## src/include/dftm_pkg.sv

```systemverilog
// Purpose: Shared constants for the drive fault trip manager.
// Assumes: 10 MHz system clock, APB register access with 32-bit data.
// Notes:   Trip bit positions are shared by the trip vector and the registers.
package dftm_pkg;
    localparam int unsigned CLK_HZ          = 10_000_000;
    localparam int unsigned KPD_LOSS_MS     = 2000;
    localparam int unsigned BRAKE_LOW_MS    = 10000;
    localparam int unsigned KPD_LOSS_CYC    = KPD_LOSS_MS * (CLK_HZ / 1000);
    localparam int unsigned BRAKE_LOW_CYC   = BRAKE_LOW_MS * (CLK_HZ / 1000);
    localparam int unsigned NUM_TERM        = 8;
    localparam int unsigned NUM_TRIP        = 20;

    localparam logic [3:0]  TERM_FN_EXT_TRIP = 4'h3;
    localparam logic [3:0]  TERM_FN_BLOCK    = 4'h4;
    localparam logic [1:0]  CTRL_VF          = 2'h0;
    localparam logic [1:0]  CTRL_SLESS1      = 2'h1;
    localparam logic [1:0]  CTRL_SLESS2      = 2'h2;
    localparam logic [1:0]  CTRL_VECTOR      = 2'h3;

    localparam int unsigned T_EXT      = 0;
    localparam int unsigned T_BLOCK    = 1;
    localparam int unsigned T_HWDIAG   = 2;
    localparam int unsigned T_FAN      = 3;
    localparam int unsigned T_THERM    = 4;
    localparam int unsigned T_OVSPD    = 5;
    localparam int unsigned T_DEVSPD   = 6;
    localparam int unsigned T_ENC      = 7;
    localparam int unsigned T_PREREG   = 8;
    localparam int unsigned T_BRAKE    = 9;
    localparam int unsigned T_KPD      = 10;
    localparam int unsigned T_CMD      = 11;
    localparam int unsigned T_OPT1     = 12;
    localparam int unsigned T_OPT2     = 13;
    localparam int unsigned T_OPT3     = 14;
    localparam int unsigned T_IOB      = 15;
    localparam int unsigned T_PWRITE   = 16;
    localparam int unsigned T_OC2      = 17;
    localparam int unsigned T_OVHEAT   = 18;
    localparam int unsigned T_NTC      = 19;

    localparam logic [19:0] LEVEL_MASK = 20'h00C02;
    localparam logic [19:0] FATAL_MASK = 20'h00004;

    localparam logic [11:0] A_TRIP_STAT   = 12'h000;
    localparam logic [11:0] A_HISTORY     = 12'h004;
    localparam logic [11:0] A_CFG_SEL     = 12'h008;
    localparam logic [11:0] A_TERM_FN     = 12'h00C;
    localparam logic [11:0] A_OVSPD_LVL   = 12'h010;
    localparam logic [11:0] A_BRAKE_CUR   = 12'h014;
    localparam logic [11:0] A_NOLOAD_CUR  = 12'h018;
    localparam logic [11:0] A_ENC_TIME    = 12'h01C;
    localparam logic [11:0] A_RESET_CMD   = 12'h020;

    localparam logic [31:0] CFG_SEL_RST   = 32'h0000_0000;
    localparam logic [31:0] TERM_FN_RST   = 32'h0000_0000;
    localparam logic [15:0] OVSPD_RST     = 16'hFFFF;
    localparam logic [15:0] CUR_RST       = 16'h0000;
    localparam logic [23:0] ENC_TIME_RST  = 24'h00_2710;

    localparam int unsigned CFG_FAN_SEL    = 0;
    localparam int unsigned CFG_THERM_SEL  = 1;
    localparam int unsigned CFG_DEV_EN     = 2;
    localparam int unsigned CFG_ENC_EN     = 3;
    localparam int unsigned CFG_KPD_ACT    = 4;
    localparam int unsigned CFG_CMD_ACT    = 5;
    localparam int unsigned CFG_BRK_ASSIGN = 6;
    localparam int unsigned CFG_CTRL_LSB   = 8;
endpackage

```

## src/core/dftm_persist.sv

```systemverilog
// Purpose: Persistence timer: output rises once the condition held for a set count.
// Assumes: Synchronous condition input, limit sampled every cycle.
// Notes:   A condition drop restarts the count, so glitches never accumulate.
module dftm_persist #(
    parameter int unsigned W = 32
) (
    input  wire logic         clk,
    input  wire logic         rst_n,
    input  wire logic         cond,
    input  wire logic [W-1:0] limit,
    output logic              hit
);
    logic [W-1:0] cnt_r;
    wire          at_lim = (cnt_r >= limit);

    always_ff @(posedge clk or negedge rst_n) begin
        if (!rst_n) begin
            cnt_r <= '0;
        end else if (!cond) begin
            cnt_r <= '0;
        end else if (!at_lim) begin
            cnt_r <= cnt_r + W'(1);
        end
    end

    assign hit = cond && at_lim;
endmodule

```

## src/core/dftm_top.sv

```systemverilog
// Purpose: Fault trip supervisor, sorts trips into level, latched and fatal classes.
// Assumes: Condition flags arrive synchronous to sys_clk from sensors and boards.
// Notes:   Registers over APB; fatal trips clear only by power-on reset.
// Operation
// [RULE1] Level trips self-clear, never enter history.
// [RULE2] Latched trips hold until reset input.
// [RULE3] Fatal trips cleared only by power cycle.
// [RULE4] Terminal function 3 raises latched external trip.
// [RULE5] Terminal function 4 blocks output, level.
// [RULE6] Hardware diagnostic errors raise fatal trip.
// [RULE7] Fan error trips when fan select zero.
// [RULE8] External thermistor over limit trips when enabled.
// [RULE9] Speed above overspeed level trips latched.
// [RULE10] Enabled speed deviation raises latched trip.
// [RULE11] Persistent encoder abnormality raises latched trip.
// [RULE12] Low pre-regulation feedback raises latched trip.
// [RULE13] Open-loop brake current low ten seconds trips.
// [RULE14] Vector brake current below half no-load trips.
// [RULE15] Keypad loss two seconds raises level trip.
// [RULE16] Non-keypad command loss raises level trip.
// [RULE17] Each option slot has own trip.
// [RULE18] I/O board link fault raises latched trip.
// [RULE19] Parameter write link failure raises latched trip.
// [RULE20] DC short-circuit current raises latched trip.
// [RULE21] Heat sink overtemperature raises latched trip.
// [RULE22] Power-switch sensor fault raises latched trip.
// [RULE23] Combined trip output ORs all trips.
module dftm_top #(
    parameter int unsigned KPD_LOSS_CYC  = dftm_pkg::KPD_LOSS_CYC,
    parameter int unsigned BRAKE_LOW_CYC = dftm_pkg::BRAKE_LOW_CYC
) (
    input  wire logic        sys_clk,
    input  wire logic        rstn,
    input  wire logic        psel,
    input  wire logic        penable,
    input  wire logic        pwrite,
    input  wire logic [11:0] paddr,
    input  wire logic [31:0] pwdata,
    output logic      [31:0] prdata,
    output logic             pready,
    output logic             pslverr,
    input  wire logic [7:0]  term_in,
    input  wire logic        trip_reset_in,
    input  wire logic        param_store_error,
    input  wire logic        adc_offset_err,
    input  wire logic        gate_supply_loss,
    input  wire logic        watchdog1_err,
    input  wire logic        watchdog2_err,
    input  wire logic        fan_err,
    input  wire logic        below_22kw,
    input  wire logic        thermistor_over,
    input  wire logic [15:0] motor_speed,
    input  wire logic        speed_dev_over,
    input  wire logic        encoder_abnormal,
    input  wire logic        prereg_active,
    input  wire logic        prereg_fb_low,
    input  wire logic [15:0] output_current,
    input  wire logic        cmd_from_keypad,
    input  wire logic        keypad_link_ok,
    input  wire logic        running,
    input  wire logic        cmd_lost,
    input  wire logic [2:0]  opt_installed,
    input  wire logic [2:0]  opt_link_ok,
    input  wire logic        io_board_fault,
    input  wire logic        param_write_fail,
    input  wire logic        dc_short_current,
    input  wire logic        heatsink_over,
    input  wire logic        ntc_fault,
    output logic             trip_active,
    output logic             output_block_input,
    output logic      [19:0] trip_vec
);
    localparam int unsigned NT = dftm_pkg::NUM_TRIP;

    logic        rs1_r;
    logic        rs2_r;
    wire         rst_n = rs2_r;

    always_ff @(posedge sys_clk or negedge rstn) begin
        if (!rstn) begin
            rs1_r <= 1'b0;
            rs2_r <= 1'b0;
        end else begin
            rs1_r <= 1'b1;
            rs2_r <= rs1_r;
        end
    end

    logic [31:0]   cfg_r;
    logic [31:0]   term_fn_r;
    logic [15:0]   ovspd_r;
    logic [15:0]   brake_cur_r;
    logic [15:0]   noload_cur_r;
    logic [23:0]   enc_time_r;
    logic [NT-1:0] latch_r;
    logic [NT-1:0] hist_r;
    logic [2:0]    opt_seen_r;
    logic          sw_reset_r;

    function automatic logic term_has(input logic [31:0] fn, input logic [7:0] t, input logic [3:0] code);
        logic hit;
        hit = 1'b0;
        for (int i = 0; i < 8; i++) begin
            if (fn[i*4 +: 4] == code && t[i]) begin
                hit = 1'b1;
            end
        end
        return hit;
    endfunction

    wire [1:0] ctrl_mode = cfg_r[dftm_pkg::CFG_CTRL_LSB +: 2];
    wire       open_loop = (ctrl_mode == dftm_pkg::CTRL_VF) || (ctrl_mode == dftm_pkg::CTRL_SLESS1)
                           || (ctrl_mode == dftm_pkg::CTRL_SLESS2);
    wire       vector    = (ctrl_mode == dftm_pkg::CTRL_VECTOR);
    wire       brk_asg   = cfg_r[dftm_pkg::CFG_BRK_ASSIGN];

    wire       brake_low_ol = open_loop && brk_asg && (output_current < brake_cur_r);
    wire       brake_hit_ol;
    wire       kpd_lost     = cfg_r[dftm_pkg::CFG_KPD_ACT] && cmd_from_keypad && !keypad_link_ok;
    wire       kpd_hit;
    wire       enc_cond     = cfg_r[dftm_pkg::CFG_ENC_EN] && encoder_abnormal;
    wire       enc_hit;

    // Brake current timer needs 27 bits at the 10 s default.
    dftm_persist #(.W(32)) u_brake (
        .clk   (sys_clk),
        .rst_n (rst_n),
        .cond  (brake_low_ol),
        .limit (BRAKE_LOW_CYC),
        .hit   (brake_hit_ol)
    ); // [RULE13]

    dftm_persist #(.W(32)) u_kpd (
        .clk   (sys_clk),
        .rst_n (rst_n),
        .cond  (kpd_lost),
        .limit (KPD_LOSS_CYC),
        .hit   (kpd_hit)
    ); // [RULE15]

    dftm_persist #(.W(24)) u_enc (
        .clk   (sys_clk),
        .rst_n (rst_n),
        .cond  (enc_cond),
        .limit (enc_time_r),
        .hit   (enc_hit)
    ); // [RULE11]

    logic [NT-1:0] cond;
    always_comb begin
        cond = '0;
        cond[dftm_pkg::T_EXT]    = term_has(term_fn_r, term_in, dftm_pkg::TERM_FN_EXT_TRIP); // [RULE4]
        cond[dftm_pkg::T_BLOCK]  = term_has(term_fn_r, term_in, dftm_pkg::TERM_FN_BLOCK); // [RULE5]
        cond[dftm_pkg::T_HWDIAG] = param_store_error | adc_offset_err | gate_supply_loss
                                   | watchdog1_err | watchdog2_err; // [RULE6]
        cond[dftm_pkg::T_FAN]    = fan_err && below_22kw && !cfg_r[dftm_pkg::CFG_FAN_SEL]; // [RULE7]
        cond[dftm_pkg::T_THERM]  = cfg_r[dftm_pkg::CFG_THERM_SEL] && thermistor_over; // [RULE8]
        cond[dftm_pkg::T_OVSPD]  = motor_speed > ovspd_r; // [RULE9]
        cond[dftm_pkg::T_DEVSPD] = cfg_r[dftm_pkg::CFG_DEV_EN] && speed_dev_over; // [RULE10]
        cond[dftm_pkg::T_ENC]    = enc_hit; // [RULE11]
        cond[dftm_pkg::T_PREREG] = prereg_active && prereg_fb_low; // [RULE12]
        cond[dftm_pkg::T_BRAKE]  = brake_hit_ol
                                   || (vector && brk_asg && (output_current < {1'b0, noload_cur_r[15:1]})); // [RULE14]
        cond[dftm_pkg::T_KPD]    = kpd_hit; // [RULE15]
        cond[dftm_pkg::T_CMD]    = cfg_r[dftm_pkg::CFG_CMD_ACT] && !cmd_from_keypad && running && cmd_lost; // [RULE16]
        for (int s = 0; s < 3; s++) begin
            cond[dftm_pkg::T_OPT1 + s] = opt_seen_r[s] && (!opt_installed[s] || !opt_link_ok[s]); // [RULE17]
        end
        cond[dftm_pkg::T_IOB]    = io_board_fault; // [RULE18]
        cond[dftm_pkg::T_PWRITE] = param_write_fail; // [RULE19]
        cond[dftm_pkg::T_OC2]    = dc_short_current; // [RULE20]
        cond[dftm_pkg::T_OVHEAT] = heatsink_over; // [RULE21]
        cond[dftm_pkg::T_NTC]    = ntc_fault; // [RULE22]
    end

    wire           reset_req = trip_reset_in | sw_reset_r;
    wire [NT-1:0]  stick     = ~dftm_pkg::LEVEL_MASK;
    wire [NT-1:0]  clr_mask  = reset_req ? ~dftm_pkg::FATAL_MASK : '0;
    // A condition still present during reset wins, so the trip stays up.
    wire [NT-1:0]  latch_nxt = ((latch_r & ~clr_mask) | cond) & stick; // [RULE2] [RULE3]
    wire [NT-1:0]  trips     = latch_r | (cond & dftm_pkg::LEVEL_MASK); // [RULE1]

    always_ff @(posedge sys_clk or negedge rst_n) begin
        if (!rst_n) begin
            latch_r    <= '0;
            hist_r     <= '0;
            opt_seen_r <= 3'h0;
        end else begin
            latch_r    <= latch_nxt;
            hist_r     <= hist_r | (cond & stick); // [RULE1]
            opt_seen_r <= (opt_seen_r | (opt_installed & opt_link_ok)) & opt_installed; // [RULE17]
        end
    end

    assign trip_vec           = trips;
    assign trip_active        = |trips; // [RULE23]
    assign output_block_input = trips[dftm_pkg::T_BLOCK]; // [RULE5]

    wire acc     = psel && penable;
    wire wr      = acc && pwrite;
    wire known   = (paddr == dftm_pkg::A_TRIP_STAT) || (paddr == dftm_pkg::A_HISTORY)
                   || (paddr == dftm_pkg::A_CFG_SEL) || (paddr == dftm_pkg::A_TERM_FN)
                   || (paddr == dftm_pkg::A_OVSPD_LVL) || (paddr == dftm_pkg::A_BRAKE_CUR)
                   || (paddr == dftm_pkg::A_NOLOAD_CUR) || (paddr == dftm_pkg::A_ENC_TIME)
                   || (paddr == dftm_pkg::A_RESET_CMD);
    logic [31:0] rd_mux;
    always_comb begin
        rd_mux = 32'h0000_0000;
        unique case (paddr)
            dftm_pkg::A_TRIP_STAT:  rd_mux = {12'h000, trips};
            dftm_pkg::A_HISTORY:    rd_mux = {12'h000, hist_r};
            dftm_pkg::A_CFG_SEL:    rd_mux = cfg_r;
            dftm_pkg::A_TERM_FN:    rd_mux = term_fn_r;
            dftm_pkg::A_OVSPD_LVL:  rd_mux = {16'h0000, ovspd_r};
            dftm_pkg::A_BRAKE_CUR:  rd_mux = {16'h0000, brake_cur_r};
            dftm_pkg::A_NOLOAD_CUR: rd_mux = {16'h0000, noload_cur_r};
            dftm_pkg::A_ENC_TIME:   rd_mux = {8'h00, enc_time_r};
            default:                rd_mux = 32'h0000_0000;
        endcase
    end

    assign pready  = 1'b1;
    assign pslverr = acc && !known;

    always_ff @(posedge sys_clk or negedge rst_n) begin
        if (!rst_n) begin
            cfg_r        <= dftm_pkg::CFG_SEL_RST;
            term_fn_r    <= dftm_pkg::TERM_FN_RST;
            ovspd_r      <= dftm_pkg::OVSPD_RST;
            brake_cur_r  <= dftm_pkg::CUR_RST;
            noload_cur_r <= dftm_pkg::CUR_RST;
            enc_time_r   <= dftm_pkg::ENC_TIME_RST;
            sw_reset_r   <= 1'b0;
            prdata       <= 32'h0000_0000;
        end else begin
            sw_reset_r <= wr && (paddr == dftm_pkg::A_RESET_CMD) && pwdata[0];
            if (psel && !penable && !pwrite) begin
                prdata <= rd_mux;
            end
            if (wr && paddr == dftm_pkg::A_CFG_SEL)    cfg_r        <= pwdata;
            if (wr && paddr == dftm_pkg::A_TERM_FN)    term_fn_r    <= pwdata;
            if (wr && paddr == dftm_pkg::A_OVSPD_LVL)  ovspd_r      <= pwdata[15:0];
            if (wr && paddr == dftm_pkg::A_BRAKE_CUR)  brake_cur_r  <= pwdata[15:0];
            if (wr && paddr == dftm_pkg::A_NOLOAD_CUR) noload_cur_r <= pwdata[15:0];
            if (wr && paddr == dftm_pkg::A_ENC_TIME)   enc_time_r   <= pwdata[23:0];
        end
    end
endmodule

```

## config.mk

```make
export PLATFORM = sky130hd
export DESIGN_NAME = dftm_top
export DESIGN_NICKNAME = d
export VERILOG_FILES = /design/src/include/dftm_pkg.sv /design/src/core/dftm_persist.sv /design/src/core/dftm_top.sv
export SDC_FILE = /design/constraint.sdc
export NUM_CORES = 1
export LEC_CHECK = 0
export BUFFER_PORTS_ARGS = -buffer_cell sky130_fd_sc_hd__buf_2
export CAP_MARGIN = 5
export CORE_MARGIN = 2
export CORE_UTILIZATION = 50
export CTS_BUF_LIST = sky130_fd_sc_hd__clkbuf_4 sky130_fd_sc_hd__clkbuf_8
export CTS_CLUSTER_SIZE = 25
export DETAILED_ROUTE_END_ITERATION = 7
export HOLD_SLACK_MARGIN = 0.02
export PLACE_DENSITY_LB_ADDON = 0.2
export SLEW_MARGIN = 10
export SYNTH_ARGS = -nofsm -noshare
export SYNTH_HDL_FRONTEND = slang
export SYNTH_HIERARCHICAL = 1
export SYNTH_SLANG_ARGS = --single-unit
```

## constraint.sdc

```tcl
create_clock -name sys_clk -period 12.4 [get_ports sys_clk]
set_input_delay 1.86 -clock sys_clk [delete_from_list [all_inputs] [get_ports sys_clk]]
set_output_delay 1.86 -clock sys_clk [all_outputs]
set_load 0.1 [all_outputs]
```

==> results of run 1 <==
[routing by layer]
metal | global-route usage [%] | share of wire [%] | up-vias | routed length [µm]
li1 | - | - | 6897 | -
met1 | 35.38 | 43 | 7327 | 22300
met2 | 44.39 | 47 | 504 | 24230
met3 | 6.556 | 7.1 | 93 | 3651
met4 | 7.992 | 2.9 | 2 | 1481
met5 | 0 | 0.025 | - | 13
[layout by cell type (no fill, tap or decap), types with 54 or more instances in the layout]
master    synthesis  routed
dfrtp_1         275     274
ha_1            136     136
clkbuf_8          0      69
conb_1            2      66
nand2_1         117     117
nand2b_1         59      59
buf_2            15     171
mux2_2           54      54
mux2_4           70      70
nand3_1          58      58
inv_1           146     146
[per-stage QoR]
step / util, % / instances / area (µm²) / hold WS (ps)
floorplan: - / 1807 / 18890 / 331.2
global placement: 54.57 / 2386 / 20020 / 337.4
detailed placement: 54.57 / 2386 / 20020 / 338.6
CTS: 57.83 / 2485 / 21220 / 357.9
global route: 57.83 / 2485 / 21220 / 368.3
finish: 57.84 / 2486 / 21220 / 355.2
[path summary, 6_finish.rpt]
kind                       cells after the start         endpoint  slack [ps]         startpoint
hold / removal                                 0            rs2_r         360              rs1_r
hold reg to reg                                0            rs2_r         360              rs1_r
max in group asynchronous                      2  u_kpd/cnt_r[28]        9760              rs2_r
min in group asynchronous                      0       hist_r[12]         500              rs2_r
setup reg to reg                              10        hist_r[9]        8960  u_brake/cnt_r[31]
setup / recovery                              10      trip_active        6410    u_kpd/cnt_r[27]
[worst reg2reg max path: cells and delay by family, from the launching register on]
| kind | cells | cell delay [ps] |
|---|---|---|
| AND/OR/NAND/NOR | 7 | 1560 |
| AO/OA/AOI/OAI | 2 | 1020 |
| flip-flops | 1 | 390 |
| adder cells (fa/ha/maj) | 1 | 410 |
[sequential cells by signal, summed over array words and instances (netlist names), 17 cells and up]
name	cells
term_fn_r	32
cfg_r	32
prdata	32
u_enc/cnt_r	24
hist_r	17
u_brake/cnt_r	32
enc_time_r	24
u_kpd/cnt_r	32
latch_r	17
[final cells by class]
type,instances,area (µm²)
flip-flops and latches,296,7437
clock inverters,9,90.09
diodes,1,2.502
multi-input cells,1286,10460
well taps,468,585.6
fillers,3190,15470
repair buffers,188,983.4
clock buffers,90,1107
inverters,148,555.5
[kinds of logic (layout without fill, tap and decap cells)]
family	Yosys count	after routing	share of synthesized area, %
and+or+nand+nor	539	539	17.86
AOI/OAI and AO/OA	342	342	14.25
DFF	296	296	39.87
buffers and inverters	225	435	5.456
muxes	192	192	12.88
adders and majority gates	136	136	9.126
xor gates and xnor gates	11	11	0.5167
other	2	67	0.04028
[cell usage after synthesis, types with 30 or more instances]
cell	n
nor2_1	51
inv_1	146
mux2_4	70
nand3_1	58
a21o_1	32
dfrtp_1	275
o21ai_0	43
ha_1	136
and3_1	31
a21oi_1	48
nand2_1	117
a22oi_1	44
mux2i_1	36
clkbuf_1	33
nand2b_1	59
nand4_1	49
mux2_1	30
mux2_2	54
[power breakdown]
group          switching (mW)  internal, mW  leakage, nW
Clock                   0.436         0.585        0.640
Combinational          0.0996        0.0435         5.35
Sequential             0.0103         0.972         3.95
Total                   0.546          1.60         9.94
==> flow_metrics.tcl, run 1 <==
set metrics [dict create \
    status "completed" \
    cts_resized 0 \
    layout_min_cycle_time_ps 5989 \
    max_slew_margin_pct 7.747 \
    cts_buffers 53 \
    num_rows 70 \
    dr_total_vias 14820 \
    post_cts_buffers 0 \
    fmax_ghz 0.1670 \
    syn_inst 1743 \
    powerDensity_nw_per_um2 101.1 \
    drv_slew 0 \
    setup_viol 0 \
    finalPower_mw 2.146 \
    io_pins 173 \
    gp_congestion 0.9423 \
    max_cap_violations 0 \
    worst_clock_skew_ps 24.26 \
    overflow 0 \
    grt_pass1_wl_mm 81.74 \
    path_class "reg -> out" \
    die_w_um 197.1 \
    tightest_slew_ps 1365 \
    port_buffers 171 \
    setup_ws_ps 6411 \
    drt_iter0_drc 1126 \
    ys_top_cells_by_area "dfrtp_1 (37%), ha_1 (9.1%), mux2_4 (5.6%)" \
    hold_viol_final 0 \
    initial_utilization_pct 50.81 \
    rsz0062_at_grt "false" \
    syn_area_um2 18650 \
    crit_path_end_kind "output port" \
    seq_area_frac_synth_pct 39.87 \
    synth_area_leader_cell "dfrtp_1" \
    clk_latency_ps 650 \
    crit_buf_inv 1 \
    max_stage_delay_ps 490 \
    ir_drop_mv 0.08077 \
    cts_htree_levels 2 \
    pre_cts_slack_ps 6671 \
    cts_num_sinks 296 \
    slowest_stage "a221o_1" \
    cts_tree "built" \
    final_nets 2226 \
    leakage_nw 9.939 \
    min_path_type "reg -> reg" \
    cts-root-buf "clkbuf_8" \
    dr.pass1.iters 6 \
    antenna_found_initial 1 \
    postCtsHoldBufs 0 \
    cts_buffer_depth 3 \
    crit_chain "ha_1 > and2_1 > a221o_1 > a221o_1 > nor3_2 > nor2b_1 > nor4_1 > nand2_1 > or3_1 > buf_2" \
    areaGrowthSynthToFinish_pct 13.83 \
    drcViolationCount 0 \
    dieArea_um2 38850 \
    ys_ff_latch 296 \
    wl_mm 51.67 \
    cp.arrival_ps 4130 \
    gr-usage-all-layers_pct 26.98 \
    cp_top_family "simple AND/OR/NAND/NOR gates" \
    fin_setup_tns_ps 0 \
    routedWlPerCell_um 20.78 \
    layout-drive-gt1-share_pct 26.28 \
    async_flop_share_pct 100.0 \
    first_global_vias 14790 \
    cp_common_cell "a221o_1" \
    yosysWarnings 6 \
    synth_edf_count 0 \
    cp.required_ps 10540 \
    yosys_most_used_dff "dfrtp_1" \
    clk_pin_slew_ps 60 \
    dieHeight_um 197.1 \
    dp_hpwl_mm 37.48 \
    drt-vias-per-instance 5.963 \
    ys_types 102 \
    worstPathMaxFanout 6 \
    min_period_over_period_pct 48.30 \
    coreArea_um2 36700 \
    ant_nets 0 \
    synth.avg_cell_area_um2 10.70 \
    synth_top_area_share_pct 36.91 \
    start_kind "register" \
    grt_max_degree 76 \
]
Power figures use the tool's default switching activity.
==> run 2, diff against run 1 <==
==> constraint.sdc (replaced) <==
create_clock -name sys_clk -period 4.9 [get_ports sys_clk]
set_input_delay 0.735 -clock sys_clk [delete_from_list [all_inputs] [get_ports sys_clk]]
set_output_delay 0.735 -clock sys_clk [all_outputs]
set_load 0.1 [all_outputs]
==> flow_metrics.tcl, run 2 (same netlist as run 1, synthesis figures left out) <==
set metrics [dict create \
    fin_setup_tns_ps 0 \
    hold_depth 2 \
    crit_buf_inv 2 \
    io_pins 173 \
    crit_chain "ha_1 > a2111o_1 > a311oi_2 > a211oi_2 > buf_4 > nor3_4 > nor2b_1 > nor4_1 > nand2_1 > or3_1 > buf_12" \
    max_slew_margin_pct 23.23 \
    ir_drop_mv 0.2411 \
    gr-usage-all-layers_pct 27.08 \
    leakage_nw 9.977 \
    die_w_um 197.1 \
    layout-drive-gt1-share_pct 26.28 \
    clk_pin_slew_ps 60 \
    port_buffers 171 \
    layout_common_cells "dfrtp_1 (274), buf_2 (169), inv_1 (146)" \
    first_global_vias 14840 \
    cts_tree "built" \
    num_rows 70 \
    post-route-util_pct 58.10 \
    rsz0062_at_grt "false" \
    fmax_ghz 0.2139 \
    final_nets 2227 \
    path_class "reg -> out" \
    drcViolationCount 0 \
    dieHeight_um 197.1 \
    cts_buffer_depth 3 \
    grt_pass1_wl_mm 82.01 \
    whs_ps 256.6 \
    r2r_end "latch_r[9]" \
    cts_htree_levels 2 \
    stdcell_count 2485 \
    hold_viol_final 0 \
    cts_buffers 53 \
    cp.depth 11 \
    max_cap_violations 0 \
    cts-root-buf "clkbuf_8" \
    final_area_um2 21320 \
    placed_area_um2 20080 \
    coreArea_um2 36700 \
    setup_viol 0 \
    antenna_cells 0 \
    reg2reg_slack_ps 1550 \
    drt_iter0_drc 1165 \
    cp_top_family "simple AND/OR/NAND/NOR gates" \
    ant_nets 0 \
    max_stage_delay_ps 430 \
    crit_path_end_kind "output port" \
    dr_total_vias 14760 \
    cts_num_sinks 296 \
    areaGrowthSynthToFinish_pct 14.35 \
    min_period_over_period_pct 95.41 \
    clk_latency_ps 670 \
    powerDensity_nw_per_um2 257.4 \
    ff2ff_path_depth 9 \
    final_common_cell "dfrtp_1" \
    min_path_type "in -> reg" \
    antenna_found_initial 1 \
    start_kind "register" \
    worst_clock_skew_ps 33.37 \
    cp.required_ps 4160 \
    routedWlPerCell_um 20.57 \
    tightest_slew_ps 1143 \
    worstPathMaxFanout 15 \
    layout_min_cycle_time_ps 4675 \
    initial_utilization_pct 50.81 \
    overflow 0 \
    grt_max_degree 119 \
    wl_mm 51.12 \
    drv_slew 0 \
    status "completed" \
    drt-vias-per-instance 5.938 \
    timing.rr.start "u_brake/cnt_r[26]" \
    gp_congestion 0.9145 \
    slowest_stage "or3_1" \
    dp_hpwl_mm 36.89 \
    cp.arrival_ps 3940 \
    dieArea_um2 38850 \
    dp.cells 2386 \
    hold_start "param_write_fail" \
    holdPathEnd "latch_r[16]" \
    dr.pass1.iters 5 \
]
-- run 2: changes by cell type in the layout (fill, tap and decap cells not counted), moves of 2 or more --
cell      change
clkbuf_4      -7
clkbuf_8      +5
buf_12        +4
buf_2         -2
buf_4         -2
-- run 2: how the worst max path moves through the flow --
| stage | startpoint | endpoint |
|---|---|---|
| 6_report | u_kpd/cnt_r[1] | trip_active |
| 5_1_grt | u_kpd/cnt_r[1] | trip_active |
| 4_1_cts | u_kpd/cnt_r[1] | trip_active |
| 3_5_place_dp | u_kpd/cnt_r[1] | trip_active |
| 3_3_place_gp | u_kpd/cnt_r[1] | trip_active |
| 2_1_floorplan | rs2_r | brake_cur_r[0] |
-- run 2: worst register-to-register path, stage by stage, from the launching register on --
cell     delay (ps)
dfrtp_1         440
ha_1            290
and2_1          170
a221o_1         390
a221o_1         490
nor3_2          360
nor2b_1         160
or4b_2          700
nor2b_1         160
o21ai_0          90
-- run 2: power breakdown --
group / switching, mW / total [mW] / internal, mW
clock network: 1.13 / 2.63 / 1.51
logic: 0.255 / 0.367 / 0.112
registers: 0.0270 / 2.49 / 2.46
total: 1.41 / 5.49 / 4.08
-- run 2: metal layers --
layer  up-vias  routed length [µm]  global-route usage [%]
met5         -                  13                       0
met4         2                1955                   11.25
met3       121                3629                   5.668
met2       515               23930                   43.87
met1      7219               21590                   35.41
li1       6900                   -                       -
-- run 2: timing repair --
item / CTS / global route
hold endpoints to repair: 2 / 0
setup endpoints to repair: 0 / 1
gates resized for setup: 0 / 1
hold buffers: 1 / 0
setup buffers: 0 / 0
-- run 2: through the flow --
stage	total power [mW]	worst slack (ps)
6_report	5.487	225.0
5_1_grt	5.692	61.10
4_1_cts	5.546	76.18
3_5_place_dp	2.891	812.2
3_3_place_gp	2.883	826.7
2_1_floorplan	2.746	73.41
-- run 2: area by class of cell --
| cell class | instances | area [µm²] |
|---|---|---|
| flip-flops and latches | 296 | 7437 |
| inverters | 148 | 555.5 |
| well taps | 468 | 585.6 |
| repair buffers | 189 | 1049 |
| clock buffers | 88 | 1124 |
| multi-input cells | 1286 | 10480 |
| fillers | 3165 | 15380 |
| clock inverters | 10 | 95.09 |
==> run 3, diff against run 2 <==
--- a/config.mk
+++ b/config.mk
@@ -7,14 +7,13 @@
 export LEC_CHECK = 0
 export BUFFER_PORTS_ARGS = -buffer_cell sky130_fd_sc_hd__buf_2
 export CAP_MARGIN = 5
-export CORE_MARGIN = 2
+export CORE_MARGIN = 3
 export CORE_UTILIZATION = 50
-export CTS_BUF_LIST = sky130_fd_sc_hd__clkbuf_4 sky130_fd_sc_hd__clkbuf_8
 export CTS_CLUSTER_SIZE = 25
 export DETAILED_ROUTE_END_ITERATION = 7
 export HOLD_SLACK_MARGIN = 0.02
 export PLACE_DENSITY_LB_ADDON = 0.2
-export SLEW_MARGIN = 10
+export SLEW_MARGIN = 15
 export SYNTH_ARGS = -nofsm -noshare
 export SYNTH_HDL_FRONTEND = slang
 export SYNTH_HIERARCHICAL = 1
==> flow_metrics.tcl, run 3 (same netlist as run 1, synthesis figures left out) <==
set metrics [dict create \
    status "completed" \
    power_switching_mw 1.344 \
    setup_ws_ps 299.0 \
    clk_pin_slew_ps 60 \
    finalPower_mw 5.400 \
    fin_setup_tns_ps 0 \
    final_common_cell "dfrtp_1" \
    cp_top_family "simple AND/OR/NAND/NOR gates" \
    setup_viol 0 \
    hold_depth 0 \
    power_frac_comb_pct 6.8 \
    hold_viol_final 0 \
    grt_max_degree 108 \
    max_stage_delay_ps 470 \
    max_cap_violations 0 \
    crit_buf_inv 1 \
    tightest_slew_ps 1056 \
    cts_tree "built" \
    cts_num_sinks 296 \
    cts_htree_levels 2 \
    first_global_vias 14990 \
    cp.required_ps 4160 \
    min_path_type "reg -> reg" \
    dp_hpwl_mm 37.89 \
    final_nets 2214 \
    swShare_pct 24.88 \
    worstPathMaxFanout 7 \
    cts_buffers 36 \
    crit_path_end_kind "output port" \
    io_pins 173 \
    antenna_found_initial 3 \
    stdcell_count 2458 \
    max_slew_margin_pct 29.62 \
    layout_common_cells "dfrtp_1 (274), buf_2 (169), inv_1 (146)" \
    routedWlPerCell_um 21.18 \
    cp_common_cell "a221o_1" \
    leakage_nw 9.899 \
    crit_chain "ha_1 > and2_1 > a221o_1 > a221o_1 > nor3_2 > nor2b_1 > nor4_1 > nand2_1 > or3_1 > buf_12" \
    areaGrowthSynthToFinish_pct 13.95 \
    cts_buffer_depth 3 \
    grt_pass1_wl_mm 82.51 \
    cp.arrival_ps 3870 \
    layout-drive-gt1-share_pct 24.60 \
    worst_clock_skew_ps 26.67 \
    gr-usage-all-layers_pct 26.31 \
    cp.depth 10 \
    start_kind "register" \
    drt-vias-per-instance 6.039 \
    slowest_stage "a221o_1" \
    rsz0062_at_grt "false" \
    port_buffers 171 \
    ff2ff_path_depth 9 \
    seqCellArea_um2 7437 \
    die_w_um 199.1 \
    multi_input_area_um2 10470 \
    overflow 0 \
    gp_congestion 0.9261 \
    initial_utilization_pct 50.81 \
    coreArea_um2 36700 \
    path_class "reg -> out" \
    dr.pass1.iters 7 \
    ant_nets 0 \
    ir_drop_mv 0.2324 \
    powerDensity_nw_per_um2 254.2 \
    clk_latency_ps 530 \
    fmax_ghz 0.2173 \
    pre_cts_slack_ps 834.8 \
    wl_mm 52.05 \
    pwr-share-seq_pct 46.0 \
    fill_cells 3102 \
    final_area_um2 21250 \
    placed_area_um2 20110 \
    dieHeight_um 199.1 \
    p_int_mw 4.056 \
    min_period_over_period_pct 93.90 \
    dieArea_um2 39640 \
    drt_iter0_drc 1214 \
    dp.cells 2390 \
    drcViolationCount 0 \
    layout_min_cycle_time_ps 4601 \
    p_clk_share_pct 47.2 \
    cts_resized 0 \
    drv_slew 0 \
    cts-root-buf "clkbuf_16" \
    dr_total_vias 14840 \
    num_rows 70 \
]
==> run 3: changes by cell type in the layout (fill, tap and decap cells not counted), sizes merged <==
cell,previous run,this run
clkinvlp,1,0
diode,0,2
bufinv,1,0
buf,188,192
clkbuf,88,56
inv,150,149
clkinv,6,8
==> run 3: routing by layer <==
layer	up-vias	GRT usage (%)	wire length (µm)
li1	6871	-	-
met3	94	5.260	3587
met4	2	8.199	1471
met2	486	43.34	24850
met5	-	0	13
met1	7390	35.25	22120
==> run 3: layout make-up <==
class	count	share of cell area (%)
multi-input combinational	1286	49.27
clock buffer	56	4.970
tap	468	2.756
sequential	296	35.00
inverter	148	2.615
clock inverter	9	0.2827
antenna	2	0.02356
timing repair buffer	193	5.076
==> run 3: per-stage QoR <==
| stage | hold WS, ps | utilization (%) |
|---|---|---|
| finish | 353.3 | 57.90 |
| global route | 366.0 | 57.88 |
| CTS | 354.7 | 57.87 |
| detailed placement | 341.0 | 54.80 |
| global placement | 339.6 | 54.80 |
| floorplan | 331.1 | - |
==> run 3: path summary, 6_finish.rpt <==
path	from	to	slack, ps
max in group asynchronous	rs2_r	u_enc/cnt_r[5]	3170
worst max-delay path	u_kpd/cnt_r[26]	trip_active	300
worst max register to register	u_brake/cnt_r[27]	latch_r[9]	1540
worst min-delay path	rs1_r	rs2_r	350
worst min register to register	rs1_r	rs2_r	350
min in group asynchronous	rs2_r	opt_seen_r[0]	460
==> run 3: timing repair <==
action | 4_1_cts | 5_1_grt
hold buffers | 1 | 0
endpoints found under the hold margin | 2 | 0
buffers inserted | 0 | 0
==> run 3: power groups by stage <==
stage | combinational, mW | sequential (mW) | clock (mW)
floorplan | 0.145 | 2.60 | 0
global placement | 0.357 | 2.53 | 0
detailed placement | 0.366 | 2.53 | 0
CTS | 0.368 | 2.48 | 2.59
global route | 0.407 | 2.49 | 2.71
finish | 0.370 | 2.48 | 2.55
